--- config.mk ---
export PLATFORM = sky130hd
export DESIGN_NAME = spi_master_transfer
export DESIGN_NICKNAME = d
export VERILOG_FILES = /design/src/spi_master_pkg.sv /design/src/spi_bit_sync.sv /design/src/spi_rate_gen.sv /design/src/spi_master_transfer.sv
export VERILOG_INCLUDE_DIRS = /design/src
export SDC_FILE = /design/constraint.sdc
export NUM_CORES = 1
export LEC_CHECK = 0
export ABC_CLOCK_PERIOD_IN_PS = 3850
export BUFFER_PORTS_ARGS = -buffer_cell sky130_fd_sc_hd__buf_2
export CORE_UTILIZATION = 50
export DETAILED_ROUTE_END_ITERATION = 16
export HOLD_SLACK_MARGIN = 0.12
export PLACE_DENSITY = 0.83
export SLEW_MARGIN = 20
export SYNTH_ARGS = -nofsm -noshare
export SYNTH_HDL_FRONTEND = slang
export SYNTH_SLANG_ARGS = --single-unit
--- constraint.sdc ---
create_clock -name clk_in -period 3.85 [get_ports clk_in]
set_clock_uncertainty 0.1 [all_clocks]
set_input_delay 0.1925 -clock clk_in [delete_from_list [all_inputs] [get_ports clk_in]]
set_output_delay 0.1925 -clock clk_in [all_outputs]
set_load 0.01 [all_outputs]
--- src/spi_master_consts.svh ---
`ifndef SPI_MASTER_CONSTS_SVH
`define SPI_MASTER_CONSTS_SVH

// register indices; the byte address is four times the index
`define BUF_INDEX 8'h13
`define CTRL_INDEX 8'h14
`define STAT_INDEX 8'h15
`define MASK_INDEX 8'h16

// port control register fields
`define CTRL_RATE_LSB 0
`define CTRL_EDGE_BIT 2
`define CTRL_PHASE_BIT 3
`define CTRL_POL_BIT 4
`define CTRL_RXONLY_BIT 5
`define CTRL_EN_BIT 6

// status and mask fields
`define STAT_DONE_BIT 0
`define STAT_COLL_BIT 1

// reset values
`define CTRL_RESET 8'h00
`define BUF_RESET 8'h00
`define STAT_RESET 2'h0
`define MASK_RESET 2'h0

// bit rate select codes
`define RATE_DIV4 2'h0
`define RATE_DIV16 2'h1
`define RATE_DIV64 2'h2
`define RATE_TIMER 2'h3

// half bit lengths in system clocks for fosc/4, fosc/16, fosc/64
`define HALF_DIV4 6'h02
`define HALF_DIV16 6'h08
`define HALF_DIV64 6'h20

// eight bits take sixteen clock half periods
`define XFER_HALVES 5'h10

`endif

--- src/spi_master_pkg.sv ---
package spi_master_pkg;

    // axi4-lite request from the master
    typedef struct packed {
        logic awvalid;
        logic [31:0] awaddr;
        logic wvalid;
        logic [31:0] wdata;
        logic [3:0] wstrb;
        logic bready;
        logic arvalid;
        logic [31:0] araddr;
        logic rready;
    } axi_req_t;

    // axi4-lite answer from the slave
    typedef struct packed {
        logic awready;
        logic wready;
        logic bvalid;
        logic [1:0] bresp;
        logic arready;
        logic rvalid;
        logic [31:0] rdata;
        logic [1:0] rresp;
    } axi_rsp_t;

    // serial pins driven by the master
    typedef struct packed {
        logic clk;
        logic data;
        logic data_oe;
    } serial_pins_t;

    typedef enum logic {
        XFER_IDLE,
        XFER_RUN
    } xfer_state_t;

    typedef struct packed {
        logic aw_have;
        logic [7:0] awaddr;
        logic w_have;
        logic [7:0] wdata;
        logic wlane;
        logic bvalid;
        logic berr;
        logic rvalid;
        logic rerr;
        logic [7:0] rdata;
        logic [7:0] ctrl;
        logic [7:0] buffer;
        logic [1:0] status;
        logic [1:0] mask;
        xfer_state_t st;
        logic [4:0] phase;
        logic [7:0] tx;
        logic [7:0] rx;
        logic dout;
        logic sck_active;
        logic [1:0] sample_dly;
    } core_state_t;

    typedef struct packed {
        logic [5:0] cnt;
        logic tick;
    } rate_state_t;

    typedef struct packed {
        logic s1;
        logic s2;
    } sync_state_t;

endpackage

--- src/spi_bit_sync.sv ---
`timescale 1ns/1ps
`include "spi_master_consts.svh"

// two flip-flop synchroniser for a pin level
module spi_bit_sync
    import spi_master_pkg::*;
(
    // clock and reset
    input wire logic clk_in,
    input wire logic nrst_in,
    // level
    input wire logic level_in,
    output logic level_out
);

    sync_state_t s_q;
    sync_state_t s_d;

    // first stage feeds only the second
    always_comb begin
        s_d = s_q;
        s_d.s1 = level_in;
        s_d.s2 = s_q.s1;
    end

    always_ff @(posedge clk_in or negedge nrst_in) begin
        if (!nrst_in) begin
            s_q <= '0;
        end else begin
            s_q <= s_d;
        end
    end

    assign level_out = s_q.s2;

endmodule // spi_bit_sync

--- src/spi_rate_gen.sv ---
`timescale 1ns/1ps
`include "spi_master_consts.svh"

// half bit enable pulses for the serial clock
module spi_rate_gen
    import spi_master_pkg::*;
(
    // clock and reset
    input wire logic clk_in,
    input wire logic nrst_in,
    // control
    input wire logic run_in,
    input wire logic [1:0] rate_sel_in,
    input wire logic timer_tick_in,
    // half bit pulse
    output logic half_tick_out
);

    rate_state_t s_q;
    rate_state_t s_d;
    logic [5:0] half_len;

    // half bit length for the selected divider
    always_comb begin
        half_len = `HALF_DIV64;
        if (rate_sel_in == `RATE_DIV4) begin
            half_len = `HALF_DIV4;
        end else if (rate_sel_in == `RATE_DIV16) begin
            half_len = `HALF_DIV16;
        end
    end

    // held at zero between transfers so the first half bit at a divided rate is full length
    always_comb begin
        s_d = s_q;
        s_d.tick = 1'b0;
        if (!run_in) begin
            s_d.cnt = 6'h00;
        end else if (rate_sel_in == `RATE_TIMER) begin
            s_d.tick = timer_tick_in; // each timer pulse is a half bit
        end else if (s_q.cnt == half_len - 6'h01) begin
            s_d.cnt = 6'h00;
            s_d.tick = 1'b1;
        end else begin
            s_d.cnt = s_q.cnt + 6'h01;
        end
    end

    always_ff @(posedge clk_in or negedge nrst_in) begin
        if (!nrst_in) begin
            s_q <= '0;
        end else begin
            s_q <= s_d;
        end
    end

    assign half_tick_out = s_q.tick;

endmodule // spi_rate_gen

--- src/spi_master_transfer.sv ---
`timescale 1ns/1ps
`include "spi_master_consts.svh"

module spi_master_transfer
    import spi_master_pkg::*;
(
    // clock and reset
    input wire logic clk_in,
    input wire logic nrst_in,
    // register bus
    input wire axi_req_t axi_req_in,
    output axi_rsp_t axi_rsp_out,
    // second timer output pulse, same clock
    input wire logic second_timer_tick_in,
    // serial link
    output serial_pins_t serial_out,
    input wire logic serial_data_in,
    // interrupt
    output logic irq_out
);

    localparam logic [7:0] BUF_ADDR = 8'(`BUF_INDEX * 4);
    localparam logic [7:0] CTRL_ADDR = 8'(`CTRL_INDEX * 4);
    localparam logic [7:0] STAT_ADDR = 8'(`STAT_INDEX * 4);
    localparam logic [7:0] MASK_ADDR = 8'(`MASK_INDEX * 4);
    localparam logic [1:0] RESP_OKAY = 2'h0;
    localparam logic [1:0] RESP_SLVERR = 2'h2;

    core_state_t s_q;
    core_state_t s_d;

    logic din_sync;
    logic half_tick;
    logic aw_ready;
    logic w_ready;
    logic ar_ready;
    logic start;
    logic [1:0] events;
    logic [4:0] k;
    logic lead;
    logic change;
    logic sample;
    logic [7:0] rx_next;
    logic [7:0] rd_word;
    logic rd_err;
    logic cke;
    logic sample_phase;

    // data input crosses into the clock domain first
    spi_bit_sync u_din_sync (
        .clk_in(clk_in),
        .nrst_in(nrst_in),
        .level_in(serial_data_in),
        .level_out(din_sync)
    );

    // half bit enables at the selected rate
    spi_rate_gen u_rate (
        .clk_in(clk_in),
        .nrst_in(nrst_in),
        .run_in(s_q.st == XFER_RUN),
        .rate_sel_in(s_q.ctrl[`CTRL_RATE_LSB +: 2]),
        .timer_tick_in(second_timer_tick_in),
        .half_tick_out(half_tick)
    );

    // one write and one read in flight; address and data in either order
    assign aw_ready = !s_q.aw_have && !s_q.bvalid;
    assign w_ready = !s_q.w_have && !s_q.bvalid;
    assign ar_ready = !s_q.rvalid;
    assign cke = s_q.ctrl[`CTRL_EDGE_BIT];
    assign sample_phase = s_q.ctrl[`CTRL_PHASE_BIT];

    // read decode; unmapped addresses answer with an error and zero data
    always_comb begin
        rd_word = 8'h00;
        rd_err = 1'b0;
        if (axi_req_in.araddr[7:0] == BUF_ADDR) begin
            rd_word = s_q.buffer;
        end else if (axi_req_in.araddr[7:0] == CTRL_ADDR) begin
            rd_word = s_q.ctrl;
        end else if (axi_req_in.araddr[7:0] == STAT_ADDR) begin
            rd_word = {6'h00, s_q.status};
        end else if (axi_req_in.araddr[7:0] == MASK_ADDR) begin
            rd_word = {6'h00, s_q.mask};
        end else begin
            rd_err = 1'b1;
        end
        if (axi_req_in.araddr[31:8] != 24'h000000) begin
            rd_word = 8'h00;
            rd_err = 1'b1;
        end
    end

    // bus, registers and shift engine in one next-state process
    always_comb begin
        s_d = s_q;
        start = 1'b0;
        events = 2'h0;
        k = s_q.phase + 5'h01;
        lead = k[0];
        change = 1'b0;
        sample = 1'b0;
        rx_next = s_q.rx;

        // capture address and data as each arrives
        if (axi_req_in.awvalid && aw_ready) begin
            s_d.aw_have = 1'b1;
            s_d.awaddr = axi_req_in.awaddr[7:0];
            if (axi_req_in.awaddr[31:8] != 24'h000000) begin
                s_d.awaddr = 8'hFF; // forces the unmapped answer
            end
        end
        if (axi_req_in.wvalid && w_ready) begin
            s_d.w_have = 1'b1;
            s_d.wdata = axi_req_in.wdata[7:0];
            s_d.wlane = axi_req_in.wstrb[0];
        end
        if (s_q.bvalid && axi_req_in.bready) begin
            s_d.bvalid = 1'b0;
        end

        // perform the write once both halves are held
        if (s_q.aw_have && s_q.w_have) begin
            s_d.aw_have = 1'b0;
            s_d.w_have = 1'b0;
            s_d.bvalid = 1'b1;
            s_d.berr = 1'b0;
            if (s_q.awaddr == BUF_ADDR) begin
                if (s_q.wlane) begin
                    if (s_q.st == XFER_RUN) begin
                        events[`STAT_COLL_BIT] = 1'b1; // byte dropped
                    end else begin
                        s_d.buffer = s_q.wdata;
                        start = s_q.ctrl[`CTRL_EN_BIT];
                    end
                end
            end else if (s_q.awaddr == CTRL_ADDR) begin
                if (s_q.wlane) begin
                    s_d.ctrl = s_q.wdata;
                end
            end else if (s_q.awaddr == STAT_ADDR) begin
                if (s_q.wlane) begin
                    s_d.status = s_q.status & ~s_q.wdata[1:0];
                end
            end else if (s_q.awaddr == MASK_ADDR) begin
                if (s_q.wlane) begin
                    s_d.mask = s_q.wdata[1:0];
                end
            end else begin
                s_d.berr = 1'b1;
            end
        end

        // read answer a cycle after the address is taken
        if (s_q.rvalid && axi_req_in.rready) begin
            s_d.rvalid = 1'b0;
        end
        if (axi_req_in.arvalid && ar_ready) begin
            s_d.rvalid = 1'b1;
            s_d.rdata = rd_word;
            s_d.rerr = rd_err;
        end

        // shift engine
        case (s_q.st)
            XFER_IDLE: begin
                s_d.sck_active = 1'b0;
                s_d.phase = 5'h00;
                if (start) begin
                    s_d.st = XFER_RUN;
                    s_d.rx = 8'h00;
                    if (cke) begin
                        // first bit set up before any clock edge
                        s_d.dout = s_q.wdata[7];
                        s_d.tx = {s_q.wdata[6:0], 1'b0};
                    end else begin
                        s_d.tx = s_q.wdata;
                    end
                end
            end
            XFER_RUN: begin
                if (s_q.phase == `XFER_HALVES) begin
                    // clock already idle; wait for the last delayed sample
                    if (s_q.sample_dly == 2'h0) begin
                        s_d.st = XFER_IDLE;
                        s_d.buffer = s_q.rx;
                        events[`STAT_DONE_BIT] = 1'b1;
                    end
                end else if (half_tick) begin
                    // odd half ticks are leading edges, even trailing
                    s_d.phase = k;
                    s_d.sck_active = !s_q.sck_active;
                    if (cke) begin
                        change = !lead && (k != `XFER_HALVES);
                    end else begin
                        change = lead;
                    end
                    if (!sample_phase) begin
                        // middle of bit: the edge opposite the change
                        sample = cke ? lead : !lead;
                    end else if (cke) begin
                        sample = !lead; // end of bit
                    end else begin
                        sample = (lead && (k != 5'h01))
                            || (k == `XFER_HALVES);
                    end
                    if (change) begin
                        s_d.dout = s_q.tx[7];
                        s_d.tx = {s_q.tx[6:0], 1'b0};
                    end
                    if (k == `XFER_HALVES) begin
                        s_d.sck_active = 1'b0;
                    end
                end
            end
            default: begin
                s_d.st = XFER_IDLE;
            end
        endcase

        // the synchroniser shows the pin two cycles late, so the strobe is
        // delayed to match; at the fastest rate the pin is still caught as
        // it stood at the sampling clock edge
        s_d.sample_dly = {s_q.sample_dly[0], sample};
        if (s_q.sample_dly[1]) begin
            // input keeps shifting with the output off
            rx_next = {s_q.rx[6:0], din_sync};
            s_d.rx = rx_next;
        end

        // a hardware event wins over a clear in the same cycle
        s_d.status = s_d.status | events;
    end

    // one register for all state
    always_ff @(posedge clk_in or negedge nrst_in) begin
        if (!nrst_in) begin
            s_q <= '0;
            s_q.ctrl <= `CTRL_RESET;
            s_q.buffer <= `BUF_RESET;
            s_q.status <= `STAT_RESET;
            s_q.mask <= `MASK_RESET;
            s_q.st <= XFER_IDLE;
        end else begin
            s_q <= s_d;
        end
    end

    // bus answers
    always_comb begin
        axi_rsp_out.awready = aw_ready;
        axi_rsp_out.wready = w_ready;
        axi_rsp_out.bvalid = s_q.bvalid;
        axi_rsp_out.bresp = s_q.berr ? RESP_SLVERR : RESP_OKAY;
        axi_rsp_out.arready = ar_ready;
        axi_rsp_out.rvalid = s_q.rvalid;
        axi_rsp_out.rdata = {24'h000000, s_q.rdata};
        axi_rsp_out.rresp = s_q.rerr ? RESP_SLVERR : RESP_OKAY;
    end

    // pins; idle level of the clock is the polarity bit itself
    always_comb begin
        serial_out.clk = s_q.ctrl[`CTRL_POL_BIT] ^ s_q.sck_active;
        serial_out.data = s_q.dout;
        // receive-only leaves the pin undriven, transfers still run
        serial_out.data_oe = s_q.ctrl[`CTRL_EN_BIT]
            && !s_q.ctrl[`CTRL_RXONLY_BIT];
    end

    // level interrupt while any unmasked flag stands
    assign irq_out = |(s_q.status & s_q.mask);

endmodule // spi_master_transfer

==> implementation parameters, run 1 <==
Parameter                              Value

Timing
  Share of the clock period used by the worst path    67.3%
  Slew at the pin with the worst max-slew slack    772 ps
  Hold Vio Cnt, Final    0
  Final worst hold slack    140 ps
  Final max-slew violation count    0
  Final total negative setup slack    0 ps
  Min Tclk post-route    2590 ps
  Unrepaired setup endpoints after global routing    false
  Final number of setup-violating endpoints    0
  Max Clock Freq    just under 400 MHz
  Max_slew headroom    ~49%

Min path
  Cell depth of the worst hold path    3
  Path type of the worst min-delay path    in2reg
  Hold_sp    axi_req_in[5]
  Endpoint with the worst hold slack    s_q[54]$_DFFE_PN0P_

Placed design
  Placement Cell Area    4880 um2
  Number of placed instances with taps included    around 620
  Placer congestion estimate    approximately 0.9
  Post-detail-place hpwl    7200 um
  Number of port buffers    100

Global route
  Global route total overflow    0
  Number of global-route vias before repair    between 3000 and 4000
  Antenna violations before repair    0
  GRT Util Overall    between 20% and 30%
  Maximum number of pins on one net before global-route repair    slightly below 90
  Global-route wire length before repair    roughly 17000 um

Cells and area
  # nets final    about 660
  Area Overhead vs Synth    17.6%
  Final non-filler cell total    ~660
  Post-route design area    5300 um2
  Fraction of layout cells with a size suffix above 1    about a quarter
  # fillers    around 730
  Antenna Diode Count    0

Synthesis
  Synthesized area per cell    around 10 um2
  Post-synth top area cell    dfrtp_1
  Cell count after synthesis    444
  List of most frequent post-synthesis cells    86 x dfrtp_1, 43 x buf_4, 38 x nor2_1
  Post-Syn Area    roughly 4500 um2
  EDFF count, synth    0
  Yosys warns    0
  Synthesis-stage register bit count    86
  Sequential fraction of the synthesis area    a little under half
  Dominant cells by area after synthesis    dfrtp_1 48%, buf_4 7.2%, mux2_2 6.0%
  Area share of the leading cell type in the synthesized netlist    47.7%
  Most frequent cell after synthesis    dfrtp_1
  Cell variety after synth    52
  Predominant post-synthesis flop cell    dfrtp_1
  Asr flop ratio synth    100%

Die
  Num ports    between 150 and 200
  Number of rows created at floorplan    34
  Chip width    97.0 um
  Full die area    approximately 9400 um2
  Std-Cell Core Area    8720 um2
  Die boundary height    about 97 um
  Starting utilization of the core area    51.7%

Critical path
  Slowest-stage cell, CP    or4_1
  Cell-by-cell trace of the critical path    inv_1, ha_1, nand4bb_1, or4_1, nand2_1, nor2_1, a221o_1
  Type of the setup path with the least slack    reg2reg
  Maximum fanout along the worst path    16
  Worst R2R Setup Slack    approximately 1300 ps
  Worst Path Required    approximately 4000 ps
  Startpoint type of the worst setup path    register
  Delay of the slowest critical-path stage    750 ps
  Critical Path Sink Type    register
  Logic depth of the worst register-to-register path    7
  Critical path arrival    around 2700 ps
  Worst R2R Start    s_q[20]$_DFFE_PN0P_
  Crit Reg-Reg Endpoint    s_q[31]$_DFF_PN0_

Clock tree
  Clock transition at the register clock pins on the worst setup and hold paths after CTS    approximately 80 ps
  Buffer cell driving the clock tree root    clkbuf_8
  Total of hold buffers inserted after clock tree synthesis    23
  Post-cts repair resize count    0
  Clock Path Buffers    2
  H-Tree Level Count    3
  Total clock buffers created by CTS    9
  Number of buffers added for setup after CTS    0
  TritonCTS clock tree    done
  Clock latency on the worst-skew pair    between 300 and 400 ps
  Number of sinks on the clock net    86

Drt
  Number of iterations in the first detailed-routing pass    4
  DRC violations left    0
  Routed vias    between 3000 and 4000
  Number of vias per cell after detailed routing    between 5 and 6
  Total length of routed wires    ~10000 um
  Routed wire per std cell    between 15 and 20 um
  Iter 0 DRT Violations    ~260
  Antenna violation net count after detailed routing    0

Pwr
  Share of power burned in combinational logic    between 15 and 20%
  Part of the total power dissipated in sequential elements    53.1%
  Switching power    ~600 uW
  Worst vdd ir    between 0.3 and 0.4 mV
  Static leakage    between 0.002 and 0.0025 uW
  Internal power contribution    1450 uW
  Net switching fraction of the power    roughly 29%
  Power per cell area    387 nW/um2
  Clock Power Share    a little under a third

Flow run
  Max capacitance violation total    0

Status
  Result of the run    finished, final reports clean
layout by cell type (no fill, tap or decap), types with 5 or more instances in the layout:
| cell | netlist | layout |
|---|---|---|
| buf_2 | 1 | 99 |
| dfrtp_1 | 86 | 86 |
| nor2_1 | 38 | 38 |
| nand2_1 | 33 | 33 |
| a21oi_1 | 26 | 26 |
| conb_1 | 1 | 26 |
| a22o_1 | 25 | 25 |
| o21ai_0 | 25 | 25 |
| mux2_2 | 24 | 24 |
| dlygate4sd3_1 | 0 | 23 |
| mux2i_1 | 15 | 15 |
| inv_1 | 13 | 13 |
| nor4_1 | 11 | 11 |
| clkbuf_8 | 0 | 10 |
| nand3_1 | 8 | 8 |
| nand4_1 | 7 | 7 |
| and2_1 | 6 | 6 |
| xor2_1 | 6 | 6 |
| nor3_1 | 5 | 5 |
worst max path at each step:
stage	cells past startpoint	slack [ps]	startpoint	end
5_1_grt	7	1050	s_q[20]$_DFFE_PN0P_	s_q[37]$_DFF_PN0_
6_report	7	1260	s_q[20]$_DFFE_PN0P_	s_q[31]$_DFF_PN0_
2_1_floorplan	8	1720	s_q[20]$_DFFE_PN0P_	s_q[13]$_DFFE_PN0P_
3_5_place_dp	5	1300	s_q[75]$_DFFE_PN0P_	s_q[17]$_DFFE_PN0P_
3_3_place_gp	7	1330	s_q[20]$_DFFE_PN0P_	s_q[37]$_DFF_PN0_
4_1_cts	5	1280	s_q[72]$_DFFE_PN0P_	s_q[19]$_DFFE_PN0P_
final cells by class:
type / instances / area [um2] / area share [%]
Multi-Input combinational cell: 312 / 2020 / 38.1
Sequential cell: 86 / 2150 / 40.6
Tap cell: 108 / 135 / 2.55
Clock inverter: 3 / 46.3 / 0.873
Inverter: 14 / 52.6 / 0.991
Clock buffer: 11 / 141 / 2.67
Timing Repair Buffer: 125 / 752 / 14.2
power by group through the flow:
stage / sequential, uW / clock [uW] / combinational [uW]
2_1_floorplan: 1060 / 0 / 254
3_3_place_gp: 1100 / 0 / 297
3_5_place_dp: 1100 / 0 / 312
4_1_cts: 1090 / 636 / 331
5_1_grt: 1100 / 675 / 369
6_report: 1090 / 629 / 332
cell families (layout without fill, tap and decap cells):
kind of cell    count (synthesis)  count (layout)  synth area share [%]
mux                            39              39                  9.32
other cells                     1              26                0.0832
buf+inv                        71             153                  9.52
flops                          86              86                  47.7
xor+xnor                       10              10                  1.94
fa+ha+maj                       4               4                  1.11
simple gates                  137             137                  15.6
compound gates                 96              96                  14.7
metal layers:
metal  vias up  wire (um)  GRT usage [%]
met1      1792       4340           28.3
li1       1725          -              -
met3        10        594           4.26
met2       140       5400           41.0
met4         0        108           7.23
met5         -          0              0
stage by stage:
stage | utilization (%) | worst slack (ps) | total power, uW
floorplan | - | 1720 | 1310
global placement | 56.0 | 1330 | 1390
detailed placement | 56.0 | 1300 | 1410
CTS | 60.7 | 1280 | 2050
global route | 60.8 | 1050 | 2140
finish | 60.8 | 1260 | 2050
flip-flops by register name, summed over array words and instances (netlist names):
name and count:
u_din_sync.s_d 1, u_din_sync.level_out 1, s_d 1, cke 1, u_rate.half_tick_out 1, s_q 64, axi_rsp_out 10, serial_out 1
u_rate.s_q 6
critical path, delay by kind of cell (launching register included):
family                   cells  cell delay, ps
flip-flops                   1             530
adder cells (fa/ha/maj)      1             190
AO/OA/AOI/OAI                1             270
AND/OR/NAND/NOR              4            1220
buffers and inverters        1             180
(Power assumes the default switching activity.)
==> run 2, diff against run 1 <==
--- a/config.mk
+++ b/config.mk
@@ -6,12 +6,12 @@
 export SDC_FILE = /design/constraint.sdc
 export NUM_CORES = 1
 export LEC_CHECK = 0
-export ABC_CLOCK_PERIOD_IN_PS = 3850
+export ABC_CLOCK_PERIOD_IN_PS = 2300
 export BUFFER_PORTS_ARGS = -buffer_cell sky130_fd_sc_hd__buf_2
-export CORE_UTILIZATION = 50
+export CORE_UTILIZATION = 46
 export DETAILED_ROUTE_END_ITERATION = 16
 export HOLD_SLACK_MARGIN = 0.12
-export PLACE_DENSITY = 0.83
+export PLACE_DENSITY = 0.8
 export SLEW_MARGIN = 20
 export SYNTH_ARGS = -nofsm -noshare
 export SYNTH_HDL_FRONTEND = slang
==> constraint.sdc (replaced) <==
create_clock -name clk_in -period 2.3 [get_ports clk_in]
set_clock_uncertainty 0.1 [all_clocks]
set_input_delay 0.115 -clock clk_in [delete_from_list [all_inputs] [get_ports clk_in]]
set_output_delay 0.115 -clock clk_in [all_outputs]
set_load 0.01 [all_outputs]
==> run 2 against run 1 <==
Final cell count rose by 6.4%. Critical path depth did not move. Via count is 1.5% higher. Sequential share of layout area fell by 1.6 points. Utilization decreased by 2.0 points. Global-route usage down 1.4 points. Maximum frequency up 17%. Flip-flop and latch count is the same. Non-clock buffer count increased by 19. Total power rose by 66%. Sequential power up 67%. Critical path type unchanged.
==> implementation parameters, run 2 (synthesized netlist as in run 1, its figures left out) <==
Parameter                              Value

Timing
  Slew at the pin with the worst max-slew slack    739 ps (was 772 ps)
  Final max-slew violation count    0 (unchanged)
  Min Tclk post-route    2220 ps (was 2590 ps)
  Share of the clock period used by the worst path    96.5% (was 67.3%)
  Hold Vio Cnt, Final    0 (unchanged)
  Max Clock Freq    450 MHz (was 386 MHz)
  Final number of setup-violating endpoints    0 (unchanged)
  Max_slew headroom    50.1% (was 48.6%)

Pwr
  Clock Power Share    30.1% (was 30.7%)
  Power per cell area    617 nW/um2 (was 387 nW/um2)
  Share of power burned in combinational logic    16.4% (was 16.2%)
  Internal power contribution    2350 uW (was 1450 uW)
  Switching power    1050 uW (was 603 uW)
  Net switching fraction of the power    30.9% (was 29.4%)
  Static leakage    0.00259 uW (was 0.00250 uW)
  Part of the total power dissipated in sequential elements    53.6% (was 53.1%)
  Total chip power    3400 uW (was 2050 uW)
  Worst vdd ir    0.538 mV (was 0.382 mV)

Drt
  Routed wire per std cell    14.9 um (was 15.8 um)
  Number of vias per cell after detailed routing    5.31 (was 5.56)
  Number of iterations in the first detailed-routing pass    5 (was 4)
  Met3 wirelength from detailed routing    608 um (was 594 um)
  Total length of routed wires    10400 um (about the same)
  DRC violations left    0 (unchanged)
  Top layer reached by signal wires    met4 (unchanged)
  M1 WL    4460 um (was 4340 um)
  Iter 0 DRT Violations    168 (was 263)
  Routed vias    3721 (was 3667)
  Met2 Routed Length    5120 um (was 5400 um)
  Antenna violation net count after detailed routing    0 (unchanged)

Cells and area
  Final non-filler cell total    701 (was 659)
  Antenna Diode Count    0 (unchanged)
  Leading cell type in the layout, fill and taps excluded    buf_2 (unchanged)
  Fraction of layout cells with a size suffix above 1    29.9% (was 26.5%)
  Most frequent cells in the layout    99 x buf_2, 86 x dfrtp_1, 38 x nor2_1 (unchanged)
  Flip-flop count of the largest register, all copies and words added    64 (unchanged)
  Area Overhead vs Synth    22.3% (was 17.6%)
  # nets final    680 (was 661)
  Largest reg by FF count    s_q (unchanged)

Critical path
  Worst R2R Start    s_q[21]$_DFFE_PN0P_ (was s_q[20]$_DFFE_PN0P_)
  Delay of the slowest critical-path stage    430 ps (was 750 ps)
  Crit Reg-Reg Endpoint    s_q[15]$_DFFE_PN0P_ (was s_q[31]$_DFF_PN0_)
  Worst Setup SP    s_q[21]$_DFFE_PN0P_ (was s_q[20]$_DFFE_PN0P_)
  Type of the setup path with the least slack    reg2reg (unchanged)
  Logic depth of the worst register-to-register path    7 (unchanged)
  Startpoint type of the worst setup path    register (unchanged)
  End of the critical path    s_q[15]$_DFFE_PN0P_ (was s_q[31]$_DFF_PN0_)
  Worst Path Required    2440 ps (was 4000 ps)
  Maximum fanout along the worst path    5 (was 16)
  Cell-by-cell trace of the critical path    ha_1, and2_1, a21boi_1, o22ai_4, a211oi_4, buf_4, mux2_2 (was inv_1, ha_1, nand4bb_1, or4_1, nand2_1, nor2_1, a221o_1)
  Critical Path Sink Type    register (unchanged)
  Critical path arrival    2360 ps (was 2740 ps)
  Slowest-stage cell, CP    dfrtp_1 (was or4_1)
  Worst R2R Setup Slack    80 ps (was 1260 ps)

Die
  Chip width    101 um (was 97.0 um)
  Number of rows created at floorplan    35 (was 34)
  Num ports    154 (unchanged)
  Starting utilization of the core area    48.1% (was 51.7%)
  Die boundary height    101 um (was 97.0 um)
  Std-Cell Core Area    9370 um2 (was 8720 um2)
  Full die area    10200 um2 (was 9400 um2)

Placed design
  Post-detail-place hpwl    7360 um (was 7200 um)
  Placer congestion estimate    0.822 (was 0.878)
  Number of port buffers    100 (unchanged)
  Number of placed instances with taps included    657 (was 622)

Clock tree
  Clock transition at the register clock pins on the worst setup and hold paths after CTS    100 ps (was 80 ps)
  Clock latency on the worst-skew pair    370 ps (was 360 ps)
  Total clock buffers created by CTS    9 (unchanged)
  TritonCTS clock tree    done (unchanged)
  H-Tree Level Count    3 (unchanged)
  Clock Path Buffers    2 (unchanged)
  Number of sinks on the clock net    86 (unchanged)
  Buffer cell driving the clock tree root    clkbuf_8 (unchanged)

Global route
  Maximum number of pins on one net before global-route repair    45 (was 87)
  Number of global-route vias before repair    3653 (was 3690)
  GRT Util Overall    21.7% (was 23.1%)
  Antenna violations before repair    0 (unchanged)
  Global route total overflow    0 (unchanged)
  Global-route wire length before repair    16800 um (was 17300 um)

Flow run
  Max capacitance violation total    0 (unchanged)

Status
  Result of the run    finished, final reports clean (unchanged)

Min path
  Path type of the worst min-delay path    in2reg (unchanged)
## run 2: cell count changes in the layout (fill, tap and decap cells not counted), moves of 2 or more
cell / previous run / this run
or4_4: 0 / 2
ha_2: 0 / 2
inv_6: 0 / 4
dlygate4sd3_1: 23 / 26
or4_1: 4 / 2
buf_4: 2 / 17
ha_1: 4 / 2
## run 2: worst max-delay path: cells and delay by family, from the launching register on
kind	cells	cell delay (ps)
muxes	1	340
adders and majority gates	1	240
AOI/OAI and AO/OA	3	620
and+or+nand+nor	1	200
DFF	1	430
buffers and inverters	1	180
## run 2: how the worst min path moves through the flow
stage / start / to / depth (start not counted)
floorplan: nrst_in / axi_rsp_out[2]$_DFFE_PN0P_ / 0
global placement: nrst_in / s_q[24]$_DFFE_PN0P_ / 1
detailed placement: nrst_in / s_q[24]$_DFFE_PN0P_ / 1
CTS: axi_req_in[13] / s_q[54]$_DFFE_PN0P_ / 5
global route: axi_req_in[13] / s_q[54]$_DFFE_PN0P_ / 5
finish: axi_req_in[13] / s_q[54]$_DFFE_PN0P_ / 5
## run 2: layer usage
layer / vias up / global-route usage [%]
met5: - / 0
met4: 0 / 9.48
met3: 18 / 5.06
met2: 168 / 37.2
met1: 1765 / 26.1
li1: 1770 / -
## run 2: power by group through the flow
stage / registers [uW] / logic [uW] / clock network [uW]
floorplan: 1770 / 424 / 0
global placement: 1840 / 502 / 0
detailed placement: 1850 / 522 / 0
CTS: 1820 / 556 / 1050
global route: 1840 / 638 / 1110
finish: 1820 / 557 / 1020
## run 2: final cells by class
cell class / count / area, um2
fillers: 806 / 3860
flip-flops and latches: 86 / 2150
multi-input cells: 312 / 2040
repair buffers: 144 / 915
well taps: 129 / 161
clock buffers: 10 / 138
inverters: 14 / 52.6
clock inverters: 6 / 51.3
## run 2: metrics by stage
step	utilization [%]	setup WS, ps	TNS (ps)	instance area, um2	hold slack, ps
finish	58.8	80.0	0	5510	147
global route	58.8	-14.9	-31.9	5510	174
CTS	58.5	69.1	0	5480	147
detailed placement	53.6	53.9	0	5020	51.5
global placement	53.6	115	0	5020	41.1
floorplan	-	173	0	4600	-281
## run 2: timing repair
| item | in CTS | in global routing |
|---|---|---|
| setup endpoints to repair | 1 | 12 |
| pin swaps | 0 | 1 |
| gates resized for setup | 0 | 9 |
| endpoints found under the hold margin | 110 | 0 |
| hold buffers | 26 | 0 |
| setup buffers | 1 | 1 |
